**src/gpio_pkg.sv**
```systemverilog
// constants shared by the gpio port block and its assertion checker
package gpio_pkg;
    // ------------------------------------------------------------
    // register byte offsets
    // ------------------------------------------------------------
    localparam logic [7:0] B_PIN_DATA_OFS = 8'h00;
    localparam logic [7:0] B_LATCH_OFS = 8'h04;
    localparam logic [7:0] B_DIR_OFS = 8'h08;
    localparam logic [7:0] B_ANALOG_OFS = 8'h0C;
    localparam logic [7:0] B_PULLUP_OFS = 8'h10;
    localparam logic [7:0] B_THRESH_OFS = 8'h14;
    localparam logic [7:0] C_PIN_DATA_OFS = 8'h20;
    localparam logic [7:0] C_LATCH_OFS = 8'h24;
    localparam logic [7:0] C_DIR_OFS = 8'h28;
    localparam logic [7:0] C_ANALOG_OFS = 8'h2C;
    localparam logic [7:0] C_PULLUP_OFS = 8'h30;
    localparam logic [7:0] C_THRESH_OFS = 8'h34;
    localparam logic [7:0] OPTION_OFS = 8'h40;
    localparam int ADDR_BITS = 8;
    // ------------------------------------------------------------
    // field layout
    // ------------------------------------------------------------
    localparam int B_PINS = 4;
    localparam int B_LSB = 4;
    localparam int C_MAX_PINS = 8;
    localparam int GLOBAL_PU_DIS_BIT = 7;
    localparam logic [7:0] B_IMPL_MASK = 8'hF0;
    localparam logic [7:0] B_ANALOG_MASK = 8'h30;
    localparam logic [7:0] C_ANALOG_MASK = 8'hCF;
    localparam int NSRC = 5;
    // ------------------------------------------------------------
    // reset values
    // ------------------------------------------------------------
    localparam logic [7:0] LATCH_RST = 8'h00;
    localparam logic [7:0] DIR_RST = 8'hFF;
    localparam logic [7:0] ANALOG_RST = 8'hFF;
    localparam logic [7:0] PULLUP_RST = 8'hFF;
    localparam logic [7:0] B_THRESH_RST = 8'h00;
    localparam logic [7:0] C_THRESH_RST = 8'hFF;
    localparam logic [7:0] OPTION_RST = 8'h80;
    // ------------------------------------------------------------
    // bus codes
    // ------------------------------------------------------------
    localparam logic [1:0] HTRANS_NONSEQ = 2'h2;
    localparam logic [2:0] HSIZE_BYTE = 3'h0;
    localparam logic [2:0] HSIZE_HALF = 3'h1;
endpackage

```
**src/pin_select_if.sv**
```systemverilog
// carrier between the port registers and the per-pin output selector
`timescale 1ns/1ps
interface pin_select_if #(
    parameter int W = 4,
    parameter int NS = 5
);
    logic [W*NS-1:0] src_en;
    logic [W*NS-1:0] src_drv;
    logic [W*NS-1:0] src_val;
    logic [W-1:0] lat;
    logic [W-1:0] dir;
    logic [W-1:0] pin_val;
    logic [W-1:0] pin_drv;
    modport regs (
        output src_en, src_drv, src_val, lat, dir,
        input pin_val, pin_drv
    );
    modport sel (
        input src_en, src_drv, src_val, lat, dir,
        output pin_val, pin_drv
    );
endinterface

```
**src/pin_priority_select.sv**
```systemverilog
// fixed-priority selector handing each pin to its first enabled source
`timescale 1ns/1ps
module pin_priority_select #(
    parameter int W = 4,
    parameter int NS = 5
) (
    pin_select_if.sel port
);
    // ------------------------------------------------------------
    // selection
    // ------------------------------------------------------------
    // index 0 is the highest priority; the port latch is the fallback
    always_comb begin
        port.pin_val = port.lat;
        port.pin_drv = ~port.dir;
        for (int p = 0; p < W; p++) begin
            for (int s = NS - 1; s >= 0; s--) begin
                if (port.src_en[p*NS+s]) begin
                    port.pin_val[p] = port.src_val[p*NS+s];
                    port.pin_drv[p] = port.src_drv[p*NS+s];
                end
            end
        end
    end
endmodule

```
**src/gpio_port_block.sv**
```systemverilog
// two-port general-purpose pin block with an AHB-Lite register slave
//
// Summary of operation
// - second port pins 7..4 pick schmitt (1) or ttl (0) input level.
// - unimplemented register bits ignore writes and read zero.
// - third port is six or eight pins wide, set by a parameter.
// - direction bit one makes the pin an input, driver off.
// - direction bit zero drives the pin from its output latch.
// - pin data reads return pin levels; writes go to the latch.
// - pin data writes merge written bytes with current pin levels.
// - direction bits control drivers even for analog pins.
// - analog pins read zero in digital port reads.
// - each third port pin has a weak pull-up with its own enable.
// - pull-up is off whenever the pin drives as an output.
// - after reset the global pull-up disable bit is set.
// - analog select zeroes reads and disables the input buffer.
// - analog select leaves digital output driving unchanged.
// - lowest-numbered enabled peripheral owns the pin.
// - input functions still see the pin while it is an output.
// - overriding input functions take part in the pin priority.
// - pull-up on only if global disable clear and pin enable set.
// - in the narrow variant third port bits 7 and 6 read zero.
//
// Added by the designer: the AHB-Lite register port and the register addresses.
`timescale 1ns/1ps
module gpio_port_block #(
    parameter int C_PINS = 8
) (
    input wire logic hclk,
    input wire logic hresetn,
    input wire logic hsel,
    input wire logic [31:0] haddr,
    input wire logic [1:0] htrans,
    input wire logic hwrite,
    input wire logic [2:0] hsize,
    input wire logic [31:0] hwdata,
    input wire logic hready,
    output logic hreadyout,
    output logic hresp,
    output logic [31:0] hrdata,
    input wire logic [gpio_pkg::B_PINS-1:0] b_st_in,
    input wire logic [gpio_pkg::B_PINS-1:0] b_ttl_in,
    output logic [gpio_pkg::B_PINS-1:0] b_out,
    output logic [gpio_pkg::B_PINS-1:0] b_oe_n,
    output logic [gpio_pkg::B_PINS-1:0] b_pullup_on,
    output logic [gpio_pkg::B_PINS-1:0] b_dig_in_en,
    output logic [gpio_pkg::B_PINS-1:0] b_level,
    output logic b_change,
    input wire logic [gpio_pkg::B_PINS*gpio_pkg::NSRC-1:0] b_src_en,
    input wire logic [gpio_pkg::B_PINS*gpio_pkg::NSRC-1:0] b_src_drv,
    input wire logic [gpio_pkg::B_PINS*gpio_pkg::NSRC-1:0] b_src_val,
    input wire logic [C_PINS-1:0] c_st_in,
    input wire logic [C_PINS-1:0] c_ttl_in,
    output logic [C_PINS-1:0] c_out,
    output logic [C_PINS-1:0] c_oe_n,
    output logic [C_PINS-1:0] c_pullup_on,
    output logic [C_PINS-1:0] c_dig_in_en,
    output logic [C_PINS-1:0] c_level,
    output logic c_change,
    input wire logic [C_PINS*gpio_pkg::NSRC-1:0] c_src_en,
    input wire logic [C_PINS*gpio_pkg::NSRC-1:0] c_src_drv,
    input wire logic [C_PINS*gpio_pkg::NSRC-1:0] c_src_val
);
    localparam int BP = gpio_pkg::B_PINS;
    localparam int BL = gpio_pkg::B_LSB;
    localparam int NS = gpio_pkg::NSRC;
    localparam int AW = gpio_pkg::ADDR_BITS;
    localparam logic [7:0] C_IMPL_MASK = 8'(( 9'h001 << C_PINS) - 9'h001);
    localparam logic [7:0] C_ANA_MASK = C_IMPL_MASK & gpio_pkg::C_ANALOG_MASK;

    // ------------------------------------------------------------
    // functions
    // ------------------------------------------------------------
    // byte lanes of the low byte touched by a transfer of this size
    function automatic logic lane0_hit(input logic [2:0] size,
                                       input logic [1:0] lo);
        lane0_hit = (size == gpio_pkg::HSIZE_BYTE) ? (lo == 2'h0) :
                    (size == gpio_pkg::HSIZE_HALF) ? (lo[1] == 1'b0) :
                    1'b1;
    endfunction

    // masked register update; only implemented bits ever change
    function automatic logic [7:0] masked_write(input logic [7:0] old,
                                                input logic [7:0] wr,
                                                input logic [7:0] impl);
        masked_write = (old & ~impl) | (wr & impl);
    endfunction

    // digital read value: threshold pick, then analog mask
    function automatic logic [7:0] digital_read(input logic [7:0] st,
                                                input logic [7:0] ttl,
                                                input logic [7:0] sel,
                                                input logic [7:0] ana,
                                                input logic [7:0] impl);
        digital_read = ((st & sel) | (ttl & ~sel)) & ~ana & impl;
    endfunction

    // ------------------------------------------------------------
    // registers
    // ------------------------------------------------------------
    logic [7:0] b_latch_ff;
    logic [7:0] b_dir_ff;
    logic [7:0] b_analog_ff;
    logic [7:0] b_pullup_ff;
    logic [7:0] b_thresh_ff;
    logic [7:0] c_latch_ff;
    logic [7:0] c_dir_ff;
    logic [7:0] c_analog_ff;
    logic [7:0] c_pullup_ff;
    logic [7:0] c_thresh_ff;
    logic [7:0] option_ff;
    logic [31:0] hrdata_ff;
    logic wr_pend_ff;
    logic [AW-1:0] wr_addr_ff;
    logic lane0_ff;

    // ------------------------------------------------------------
    // pin input synchronisers
    // ------------------------------------------------------------
    // both threshold paths are synchronised so a threshold switch only
    // swaps between two settled levels; the switch itself can still
    // show as an edge, which software avoids while peripherals run
    logic [BP-1:0] b_st_s1_ff, b_st_s2_ff, b_st_s3_ff, b_st_ff;
    logic [BP-1:0] b_tt_s1_ff, b_tt_s2_ff, b_tt_s3_ff, b_tt_ff;
    logic [C_PINS-1:0] c_st_s1_ff, c_st_s2_ff, c_st_s3_ff, c_st_ff;
    logic [C_PINS-1:0] c_tt_s1_ff, c_tt_s2_ff, c_tt_s3_ff, c_tt_ff;

    always_ff @(posedge hclk or negedge hresetn) begin
        if (!hresetn) begin
            b_st_s1_ff <= '0;
            b_st_s2_ff <= '0;
            b_st_s3_ff <= '0;
            b_tt_s1_ff <= '0;
            b_tt_s2_ff <= '0;
            b_tt_s3_ff <= '0;
            c_st_s1_ff <= '0;
            c_st_s2_ff <= '0;
            c_st_s3_ff <= '0;
            c_tt_s1_ff <= '0;
            c_tt_s2_ff <= '0;
            c_tt_s3_ff <= '0;
        end else begin
            b_st_s1_ff <= b_st_in;
            b_st_s2_ff <= b_st_s1_ff;
            b_st_s3_ff <= b_st_s2_ff;
            b_tt_s1_ff <= b_ttl_in;
            b_tt_s2_ff <= b_tt_s1_ff;
            b_tt_s3_ff <= b_tt_s2_ff;
            c_st_s1_ff <= c_st_in;
            c_st_s2_ff <= c_st_s1_ff;
            c_st_s3_ff <= c_st_s2_ff;
            c_tt_s1_ff <= c_ttl_in;
            c_tt_s2_ff <= c_tt_s1_ff;
            c_tt_s3_ff <= c_tt_s2_ff;
        end
    end

    // a level is accepted only once the second and third stages agree
    logic [BP-1:0] nxt_b_st, nxt_b_tt;
    logic [C_PINS-1:0] nxt_c_st, nxt_c_tt;
    assign nxt_b_st = (b_st_s2_ff & ~(b_st_s2_ff ^ b_st_s3_ff))
                    | (b_st_ff & (b_st_s2_ff ^ b_st_s3_ff));
    assign nxt_b_tt = (b_tt_s2_ff & ~(b_tt_s2_ff ^ b_tt_s3_ff))
                    | (b_tt_ff & (b_tt_s2_ff ^ b_tt_s3_ff));
    assign nxt_c_st = (c_st_s2_ff & ~(c_st_s2_ff ^ c_st_s3_ff))
                    | (c_st_ff & (c_st_s2_ff ^ c_st_s3_ff));
    assign nxt_c_tt = (c_tt_s2_ff & ~(c_tt_s2_ff ^ c_tt_s3_ff))
                    | (c_tt_ff & (c_tt_s2_ff ^ c_tt_s3_ff));

    always_ff @(posedge hclk or negedge hresetn) begin
        if (!hresetn) begin
            b_st_ff <= '0;
            b_tt_ff <= '0;
            c_st_ff <= '0;
            c_tt_ff <= '0;
        end else begin
            b_st_ff <= nxt_b_st;
            b_tt_ff <= nxt_b_tt;
            c_st_ff <= nxt_c_st;
            c_tt_ff <= nxt_c_tt;
        end
    end

    // ------------------------------------------------------------
    // digital pin levels and change detection
    // ------------------------------------------------------------
    // the input path stays live while a pin drives, so reads return
    // the real pin level, not the latch
    logic [7:0] b_pins;
    logic [7:0] c_pins;
    logic [7:0] nxt_b_pins;
    logic [7:0] nxt_c_pins;
    logic [BP-1:0] b_level_ff;
    logic [C_PINS-1:0] c_level_ff;
    logic b_change_ff;
    logic c_change_ff;

    assign b_pins = digital_read({b_st_ff, 4'h0}, {b_tt_ff, 4'h0},
                                 b_thresh_ff, b_analog_ff,
                                 gpio_pkg::B_IMPL_MASK);
    assign c_pins = digital_read(8'(c_st_ff), 8'(c_tt_ff), c_thresh_ff,
                                 c_analog_ff, C_IMPL_MASK);
    assign nxt_b_pins = b_pins;
    assign nxt_c_pins = c_pins;

    always_ff @(posedge hclk or negedge hresetn) begin
        if (!hresetn) begin
            b_level_ff <= '0;
            c_level_ff <= '0;
            b_change_ff <= 1'b0;
            c_change_ff <= 1'b0;
        end else begin
            b_level_ff <= nxt_b_pins[BL+BP-1:BL];
            c_level_ff <= nxt_c_pins[C_PINS-1:0];
            b_change_ff <= |(nxt_b_pins[BL+BP-1:BL] ^ b_level_ff);
            c_change_ff <= |(nxt_c_pins[C_PINS-1:0] ^ c_level_ff);
        end
    end

    assign b_level = b_level_ff;
    assign c_level = c_level_ff;
    assign b_change = b_change_ff;
    assign c_change = c_change_ff;

    // ------------------------------------------------------------
    // bus address phase
    // ------------------------------------------------------------
    logic take;
    logic [AW-1:0] a_addr;
    logic a_lane0;
    logic [7:0] rd_byte;

    assign take = hsel & hready & (htrans == gpio_pkg::HTRANS_NONSEQ
                                   || htrans == 2'h3);
    assign a_addr = {haddr[AW-1:2], 2'h0};
    assign a_lane0 = lane0_hit(hsize, haddr[1:0]);
    assign hreadyout = 1'b1;
    assign hresp = 1'b0;

    always_comb begin
        case (a_addr)
            gpio_pkg::B_PIN_DATA_OFS: rd_byte = b_pins;
            gpio_pkg::B_LATCH_OFS: rd_byte = b_latch_ff;
            gpio_pkg::B_DIR_OFS: rd_byte = b_dir_ff;
            gpio_pkg::B_ANALOG_OFS: rd_byte = b_analog_ff;
            gpio_pkg::B_PULLUP_OFS: rd_byte = b_pullup_ff;
            gpio_pkg::B_THRESH_OFS: rd_byte = b_thresh_ff;
            gpio_pkg::C_PIN_DATA_OFS: rd_byte = c_pins;
            gpio_pkg::C_LATCH_OFS: rd_byte = c_latch_ff;
            gpio_pkg::C_DIR_OFS: rd_byte = c_dir_ff;
            gpio_pkg::C_ANALOG_OFS: rd_byte = c_analog_ff;
            gpio_pkg::C_PULLUP_OFS: rd_byte = c_pullup_ff;
            gpio_pkg::C_THRESH_OFS: rd_byte = c_thresh_ff;
            gpio_pkg::OPTION_OFS: rd_byte = option_ff;
            default: rd_byte = 8'h00;
        endcase
    end

    logic [31:0] nxt_hrdata;
    assign nxt_hrdata = (take && !hwrite && haddr[31:AW] == '0) ?
                        {24'h0, rd_byte} : hrdata_ff;

    always_ff @(posedge hclk or negedge hresetn) begin
        if (!hresetn) begin
            hrdata_ff <= 32'h0000_0000;
            wr_pend_ff <= 1'b0;
            wr_addr_ff <= '0;
            lane0_ff <= 1'b0;
        end else begin
            hrdata_ff <= nxt_hrdata;
            wr_pend_ff <= take & hwrite & (haddr[31:AW] == '0);
            wr_addr_ff <= a_addr;
            lane0_ff <= a_lane0;
        end
    end

    assign hrdata = hrdata_ff;

    // ------------------------------------------------------------
    // bus data phase: register writes
    // ------------------------------------------------------------
    logic [7:0] wb;
    logic we_lane;
    assign wb = hwdata[7:0];
    assign we_lane = wr_pend_ff & lane0_ff;

    // a pin data write with the low byte untouched stores the sampled
    // levels, so analog pins driven as outputs may lose their latch
    logic [7:0] b_rmw;
    logic [7:0] c_rmw;
    assign b_rmw = lane0_ff ? wb : b_pins;
    assign c_rmw = lane0_ff ? wb : c_pins;

    logic [7:0] nxt_b_latch, nxt_b_dir, nxt_b_analog, nxt_b_pullup;
    logic [7:0] nxt_b_thresh, nxt_c_latch, nxt_c_dir, nxt_c_analog;
    logic [7:0] nxt_c_pullup, nxt_c_thresh, nxt_option;

    always_comb begin
        nxt_b_latch = b_latch_ff;
        nxt_b_dir = b_dir_ff;
        nxt_b_analog = b_analog_ff;
        nxt_b_pullup = b_pullup_ff;
        nxt_b_thresh = b_thresh_ff;
        nxt_c_latch = c_latch_ff;
        nxt_c_dir = c_dir_ff;
        nxt_c_analog = c_analog_ff;
        nxt_c_pullup = c_pullup_ff;
        nxt_c_thresh = c_thresh_ff;
        nxt_option = option_ff;
        if (wr_pend_ff) begin
            case (wr_addr_ff)
                gpio_pkg::B_PIN_DATA_OFS: nxt_b_latch = masked_write(
                    b_latch_ff, b_rmw, gpio_pkg::B_IMPL_MASK);
                gpio_pkg::C_PIN_DATA_OFS: nxt_c_latch = masked_write(
                    c_latch_ff, c_rmw, C_IMPL_MASK);
                default: nxt_option = option_ff;
            endcase
        end
        if (we_lane) begin
            case (wr_addr_ff)
                gpio_pkg::B_LATCH_OFS: nxt_b_latch = masked_write(
                    b_latch_ff, wb, gpio_pkg::B_IMPL_MASK);
                gpio_pkg::B_DIR_OFS: nxt_b_dir = masked_write(
                    b_dir_ff, wb, gpio_pkg::B_IMPL_MASK);
                gpio_pkg::B_ANALOG_OFS: nxt_b_analog = masked_write(
                    b_analog_ff, wb, gpio_pkg::B_ANALOG_MASK);
                gpio_pkg::B_PULLUP_OFS: nxt_b_pullup = masked_write(
                    b_pullup_ff, wb, gpio_pkg::B_IMPL_MASK);
                gpio_pkg::B_THRESH_OFS: nxt_b_thresh = masked_write(
                    b_thresh_ff, wb, gpio_pkg::B_IMPL_MASK);
                gpio_pkg::C_LATCH_OFS: nxt_c_latch = masked_write(
                    c_latch_ff, wb, C_IMPL_MASK);
                gpio_pkg::C_DIR_OFS: nxt_c_dir = masked_write(
                    c_dir_ff, wb, C_IMPL_MASK);
                gpio_pkg::C_ANALOG_OFS: nxt_c_analog = masked_write(
                    c_analog_ff, wb, C_ANA_MASK);
                gpio_pkg::C_PULLUP_OFS: nxt_c_pullup = masked_write(
                    c_pullup_ff, wb, C_IMPL_MASK);
                gpio_pkg::C_THRESH_OFS: nxt_c_thresh = masked_write(
                    c_thresh_ff, wb, C_IMPL_MASK);
                gpio_pkg::OPTION_OFS: nxt_option = masked_write(option_ff,
                    wb, 8'(1 << gpio_pkg::GLOBAL_PU_DIS_BIT));
                default: nxt_option = nxt_option;
            endcase
        end
    end

    always_ff @(posedge hclk or negedge hresetn) begin
        if (!hresetn) begin
            b_latch_ff <= gpio_pkg::LATCH_RST;
            b_dir_ff <= gpio_pkg::DIR_RST & gpio_pkg::B_IMPL_MASK;
            b_analog_ff <= gpio_pkg::ANALOG_RST & gpio_pkg::B_ANALOG_MASK;
            b_pullup_ff <= gpio_pkg::PULLUP_RST & gpio_pkg::B_IMPL_MASK;
            b_thresh_ff <= gpio_pkg::B_THRESH_RST;
            c_latch_ff <= gpio_pkg::LATCH_RST;
            c_dir_ff <= gpio_pkg::DIR_RST & C_IMPL_MASK;
            c_analog_ff <= gpio_pkg::ANALOG_RST & C_ANA_MASK;
            c_pullup_ff <= gpio_pkg::PULLUP_RST & C_IMPL_MASK;
            c_thresh_ff <= gpio_pkg::C_THRESH_RST & C_IMPL_MASK;
            option_ff <= gpio_pkg::OPTION_RST;
        end else begin
            b_latch_ff <= nxt_b_latch;
            b_dir_ff <= nxt_b_dir;
            b_analog_ff <= nxt_b_analog;
            b_pullup_ff <= nxt_b_pullup;
            b_thresh_ff <= nxt_b_thresh;
            c_latch_ff <= nxt_c_latch;
            c_dir_ff <= nxt_c_dir;
            c_analog_ff <= nxt_c_analog;
            c_pullup_ff <= nxt_c_pullup;
            c_thresh_ff <= nxt_c_thresh;
            option_ff <= nxt_option;
        end
    end

    // ------------------------------------------------------------
    // output selection per pin
    // ------------------------------------------------------------
    pin_select_if #(.W(BP), .NS(NS)) b_sel ();
    pin_select_if #(.W(C_PINS), .NS(NS)) c_sel ();

    assign b_sel.src_en = b_src_en;
    assign b_sel.src_drv = b_src_drv;
    assign b_sel.src_val = b_src_val;
    assign b_sel.lat = b_latch_ff[BL+BP-1:BL];
    assign b_sel.dir = b_dir_ff[BL+BP-1:BL];
    assign c_sel.src_en = c_src_en;
    assign c_sel.src_drv = c_src_drv;
    assign c_sel.src_val = c_src_val;
    assign c_sel.lat = c_latch_ff[C_PINS-1:0];
    assign c_sel.dir = c_dir_ff[C_PINS-1:0];

    pin_priority_select #(.W(BP), .NS(NS)) b_select (
        .port(b_sel.sel)
    );
    pin_priority_select #(.W(C_PINS), .NS(NS)) c_select (
        .port(c_sel.sel)
    );

    // ------------------------------------------------------------
    // pad controls
    // ------------------------------------------------------------
    // analog select never touches the driver path
    assign b_out = b_sel.pin_val;
    assign b_oe_n = ~b_sel.pin_drv;
    assign c_out = c_sel.pin_val;
    assign c_oe_n = ~c_sel.pin_drv;
    assign b_dig_in_en = ~b_analog_ff[BL+BP-1:BL];
    assign c_dig_in_en = ~c_analog_ff[C_PINS-1:0];

    logic pu_global;
    assign pu_global = ~option_ff[gpio_pkg::GLOBAL_PU_DIS_BIT];
    assign b_pullup_on = b_pullup_ff[BL+BP-1:BL] & {BP{pu_global}}
                       & ~b_sel.pin_drv;
    assign c_pullup_on = c_pullup_ff[C_PINS-1:0] & {C_PINS{pu_global}}
                       & ~c_sel.pin_drv;
endmodule

```
**config.mk**
```make
export PLATFORM = sky130hd
export DESIGN_NAME = gpio_port_block
export DESIGN_NICKNAME = d
export VERILOG_FILES = /design/src/gpio_pkg.sv /design/src/pin_select_if.sv /design/src/pin_priority_select.sv /design/src/gpio_port_block.sv
export SDC_FILE = /design/constraint.sdc
export NUM_CORES = 1
export LEC_CHECK = 0
export ABC_AREA = 0
export BUFFER_PORTS_ARGS = -buffer_cell sky130_fd_sc_hd__buf_2
export CORE_UTILIZATION = 42
export CTS_BUF_LIST = sky130_fd_sc_hd__clkbuf_8 sky130_fd_sc_hd__clkbuf_16
export CTS_CLUSTER_DIAMETER = 60
export DETAILED_ROUTE_END_ITERATION = 8
export PLACE_DENSITY = 0.82
export SLEW_MARGIN = 30
export SYNTH_ARGS = -nofsm -noshare
export SYNTH_HDL_FRONTEND = slang
export SYNTH_SLANG_ARGS = --single-unit
```
**constraint.sdc**
```tcl
create_clock -name hclk -period 2.6 [get_ports hclk]
set_clock_uncertainty 0.2 [all_clocks]
set_input_delay 0.26 -clock hclk [delete_from_list [all_inputs] [get_ports hclk]]
set_output_delay 0.26 -clock hclk [all_outputs]
set_load 0.05 [all_outputs]
```
# == Word-level counts from Yosys, hierarchy flattened ==
# Cells that the tools add are included.
# op_classes
eq_ne,27
mux,133
bitwise,58
reduce_logical,20
# op_table
operator,n
$mux 1,122
$pmux 8 s13,1
$and 8x8->8,12
$mux 8,10
$eq 6x4->1 const B,12
$not 8->8,8
$or 4x8->8,5
$or 8x8->8,4
$and 4x4->4,6
$eq 6x2->1 const B,4
$eq 6x3->1 const B,4
$logic_not 24->1,1
$xor 8x8->8,3
$not 4->4,5
$reduce_and 2->1,9
$logic_not 8->1,2
$eq 6x1->1 const B,2
$eq 6x5->1 const B,2
$xor 4x4->4,3
$or 4x4->4,2
$or 6x8->8,1
$or 7x8->8,1
$or 8x6->8,1
$reduce_or 8->1,1
10 further kinds,17
# word_totals
ff_bits,214
inputBits,278
out_inout_bits,96
wordCells,273

# == Depth between registers and ports, before layout ==
# depth
word_depth,10
depth_mapped,7

# == Modules after synthesis ==
# A second synthesis with hierarchy kept.
# hier_totals
hier_cells,799
hier_area_um2,8638.3
# by_module_without_submodules
module,instances,cells_each,area_per_inst_um2
gpio_port_block,1,571,7452.1
pin_priority_select (c_select),1,152,790.8
pin_priority_select (b_select),1,76,395.4

# == Worst setup path before layout ==
# No wires, ideal clock.
# synth_timing
path_type,register to output
from,register c_dir_ff[1]
to,output c_pullup_on[1]
arrival_ns,3.566
path_slack_ns,-1.426
stages_incl_launch_ff,6
n_path_buf,0
path_cell_list,dfstp_2 > nor2_1 > a211o_1 > a311oi_1 > nor3_1 > a2111oi_0
# synth_via
elab_chain_len,8
# synth_lines
element,line,rtl
"start, declared",gpio_port_block.sv:107,logic [7:0] c_dir_ff;
"start signal, assigned",gpio_port_block.sv:356,c_dir_ff <= gpio_pkg::DIR_RST & C_IMPL_MASK;
"start signal, assigned",gpio_port_block.sv:368,c_dir_ff <= nxt_c_dir;
$not 8->8,pin_priority_select.sv:15,port.pin_drv = ~port.dir;
$mux 1 (5 in a row),pin_priority_select.sv:18,if (port.src_en[p*NS+s]) begin
$not 8->8,gpio_port_block.sv:416,& ~c_sel.pin_drv;
$and 8x8->8,gpio_port_block.sv:416,
"end, declared",gpio_port_block.sv:56,"output logic [C_PINS-1:0] c_pullup_on,"
# Every way passes these cells.

# == Worst setup path after layout ==
# Ends and elaborated chain as after synthesis.

==> results.md <==
* Initial Utilization at 0.434
* Global-route wire length before repair at ~36000 um
* Vias at 7272
* Post-DP HPWL at 18700 um
* Critical path peak fanout at 2
* Fin Hold WS at 0.148 ns
* Critical-path cell with the highest stage delay: dfstp_2
* Core Footprint at 19700 sq um
* Fin Setup TNS at -0.0253 ns
* CTS tree: done
* Routed Antenna Nets at 0
* Hold Path Class: flip-flop to flip-flop
* Hold Vio Cnt, Final at 0
* CTS root buffer: clkbuf_16
* Asr flop ratio synth at 1.00
* Main flop type after synthesis: dfrtp_1
* Total Wirelength at 24500 um
* Pwr/cell area at 586 nW/um^2
* Largest family of logic cells by synthesized area: simple AND/OR/NAND/NOR gates
* Adder-cell share of the synthesized area at 0.0282
* Nets at 1413
* CP Class: flip-flop to primary output
* Htree depth at 4
* Final worst path period need at 2.63 ns
* Fmax at 0.381 GHz
* Initial detailed-routing violation count at 322
* GRT Resource Usage Total at 0.235
* Clk sinks at around 180
* Layer with the highest usage: met2
* Post-synth EDFFs at 0
* DR WL/cell at 17.3 um
* Clock Latency Late Sink at ~0.43 ns
* Post-Syn Area at 8530 sq um
* Largest cells by area after synthesis: dfrtp_1 42%, dfstp_2 13%, mux2_2 7.8%, mux2i_1 4.7%, nand2_1 3.2%
* Mux contribution to synthesized area at 0.128
* Number of placed instances, taps included at 1332
* Leakage power at around 0.0056 uW
* DRC at 0
* Vias in the first global route at approximately 7000
* Filler cells at about 1600
* Syn avg cell area at approximately 11 sq um
* Final worst path period share at 1.01
* IO Pins at 374
* Horiz. Die Dim at 144 um
* Layout area overhead at 37.4%
* Grt total ovfl at 0
* Routing usage on met1 at 0.282
* Chip Height at 144 um
* Max Slew Vio Count at 0
* CTS buffer count at 17
* Critical Path AT at 2.17 ns
* Post-route insts no fill at 1416
* Top-area cell type share of the netlist area at 0.417
* Flops & latches, synth at 183
* Post-synthesis simple-gate area fraction at 0.129
* Largest area contributor in the synthesized netlist: dfrtp_1
* Failing checks: setup timing
* Yosys warns at 0
* Max-Cap Viols at 0
* Post-synthesis compound-gate area fraction at 0.112
* Routability Congestion at 0.914
* IO Port Bufs at 318
* CP cell instances: nor2_2 > a211o_1 > a311oi_2 > nor3_2 > a2111oi_4 > buf_6
* Met2 usage at 0.405
* Data required time of the worst path at 2.14 ns
* Measured slew at the worst slew-check pin at 0.856 ns
* Multi-input logic area at between 3000 and 4000 sq um
* Post-synth top cells: 142 x dfrtp_1, 73 x nand2_1, 59 x mux2_2, 42 x o21ai_0, 41 x dfstp_2
* Unrepaired setup endpoints after global routing: true
* Post-Synthesis Cells at 749
* Storage element area at approximately 4600 sq um
* Flop-to-flop setup slack at 0.44 ns
* Worst-path clk slew at 0.07 ns
* Post-synthesis cell type count at a little under 60
* Bufs on Longest Clock Path at 2
* Met3 usage at 0.0483
* CP Capture Type: primary output
* Rows at 51
* Drt first pass iters at 5
* Vias per cell at 5.14
* Share of cells above drive strength 1 at 0.437
* IR Drop Worst-Case VDD at 0.443 mV
* Synth Area in XOR/XNOR at 0.0123
* Most numerous cell in the Yosys netlist: dfrtp_1
* Post-route setup slack at -0.0253 ns
* Run status: finished with violations
* Seq/Total Area, Yosys at 0.543
* Relative slew slack at 0.424
* Startpoint type of the worst setup path: flip-flop
* Initial antenna violation count at 2
* Largest net degree at the start of global routing at 73
* Final Setup Violations at 1
* Delay of the slowest cell on the worst path at 0.55 ns
* Die footprint at 20900 sq um
worst max-delay path, delay by kind of cell, from the launching register on:
kind | cells | cell delay [ns]
AO/OA/AOI/OAI | 3 | 0.84
buffers and inverters | 1 | 0.21
AND/OR/NAND/NOR | 2 | 0.13
flip-flops | 1 | 0.55
stage by stage:
stage	cell area (sq um)	total power, uW	utilization	worst slack, ns
after detailed placement	10500	4240	0.536	0.247
after CTS	11700	6900	0.595	-0.0383
after global routing	11700	7140	0.596	-0.104
after floorplan	8730	3810	-	0.0304
final	11700	6870	0.596	-0.0253
after global placement	10500	4220	0.536	0.297
layout make-up:
class	count	share of cell area
inverters	29	0.00929
clock inverters	15	0.0152
multi-input cells	519	0.321
clock buffers	17	0.0363
diodes	3	0.000641
well taps	265	0.0283
repair buffers	385	0.194
flip-flops and latches	183	0.395
layer usage:
layer	share of wire	vias up
met5	0	-
met4	0.028	0
met3	0.072	49
met2	0.50	345
met1	0.39	3456
li1	-	3422
timing repair:
action                                  in CTS  in global routing
hold endpoints to repair                   122                  0
endpoints found under the setup margin       5                  7
buffers inserted                             5                  1
resized for setup                           21                  5
pin swaps                                   11                  8
hold buffers                                43                  0
cells in the final DEF, fill, tap and decap left out, types with 9 or more instances in the layout:
cell type,Yosys,routed
dfstp_2,41,41
maj3_1,24,24
buf_4,31,22
nor2b_1,20,20
dlygate4sd3_1,0,43
a22oi_1,9,9
o21ai_0,42,42
nand2b_1,9,9
mux2_2,59,59
nand3_1,15,15
nand2_1,73,73
buf_2,5,310
conb_1,2,30
mux2i_1,40,40
a21oi_1,16,14
nor3_1,17,11
clkbuf_16,0,17
inv_1,29,30
dfrtp_1,142,142
nor2_1,37,35
worst paths after layout:
check,startpoint,end,depth (start not counted)
setup / recovery,c_dir_ff[1],c_pullup_on[1],6
hold reg to reg,c_tt_s1_ff[0],c_tt_s2_ff[0],0
max in group asynchronous,hresetn,c_dir_ff[0],3
setup reg to reg,lane0_ff,c_pullup_ff[0],4
hold / removal,c_tt_s1_ff[0],c_tt_s2_ff[0],0
min in group asynchronous,hresetn,b_st_s1_ff[3],2
where the power goes:
| group | internal, uW | switching (uW) | total (uW) |
|---|---|---|---|
| Clock | 1520 | 1080 | 2590 |
| Combinational | 452 | 703 | 1150 |
| Sequential | 3020 | 100 | 3120 |
cell families (layout without fill, tap and decap cells):
group / Yosys count / count (layout)
and+or+nand+nor: 214 / 214
DFF: 183 / 183
AOI/OAI and AO/OA: 139 / 139
muxes: 100 / 100
buffers and inverters: 75 / 446
adders and majority gates: 24 / 24
xor gates and xnor gates: 12 / 12
other: 2 / 33
No activity file was read; power rests on OpenSTA's default activity.
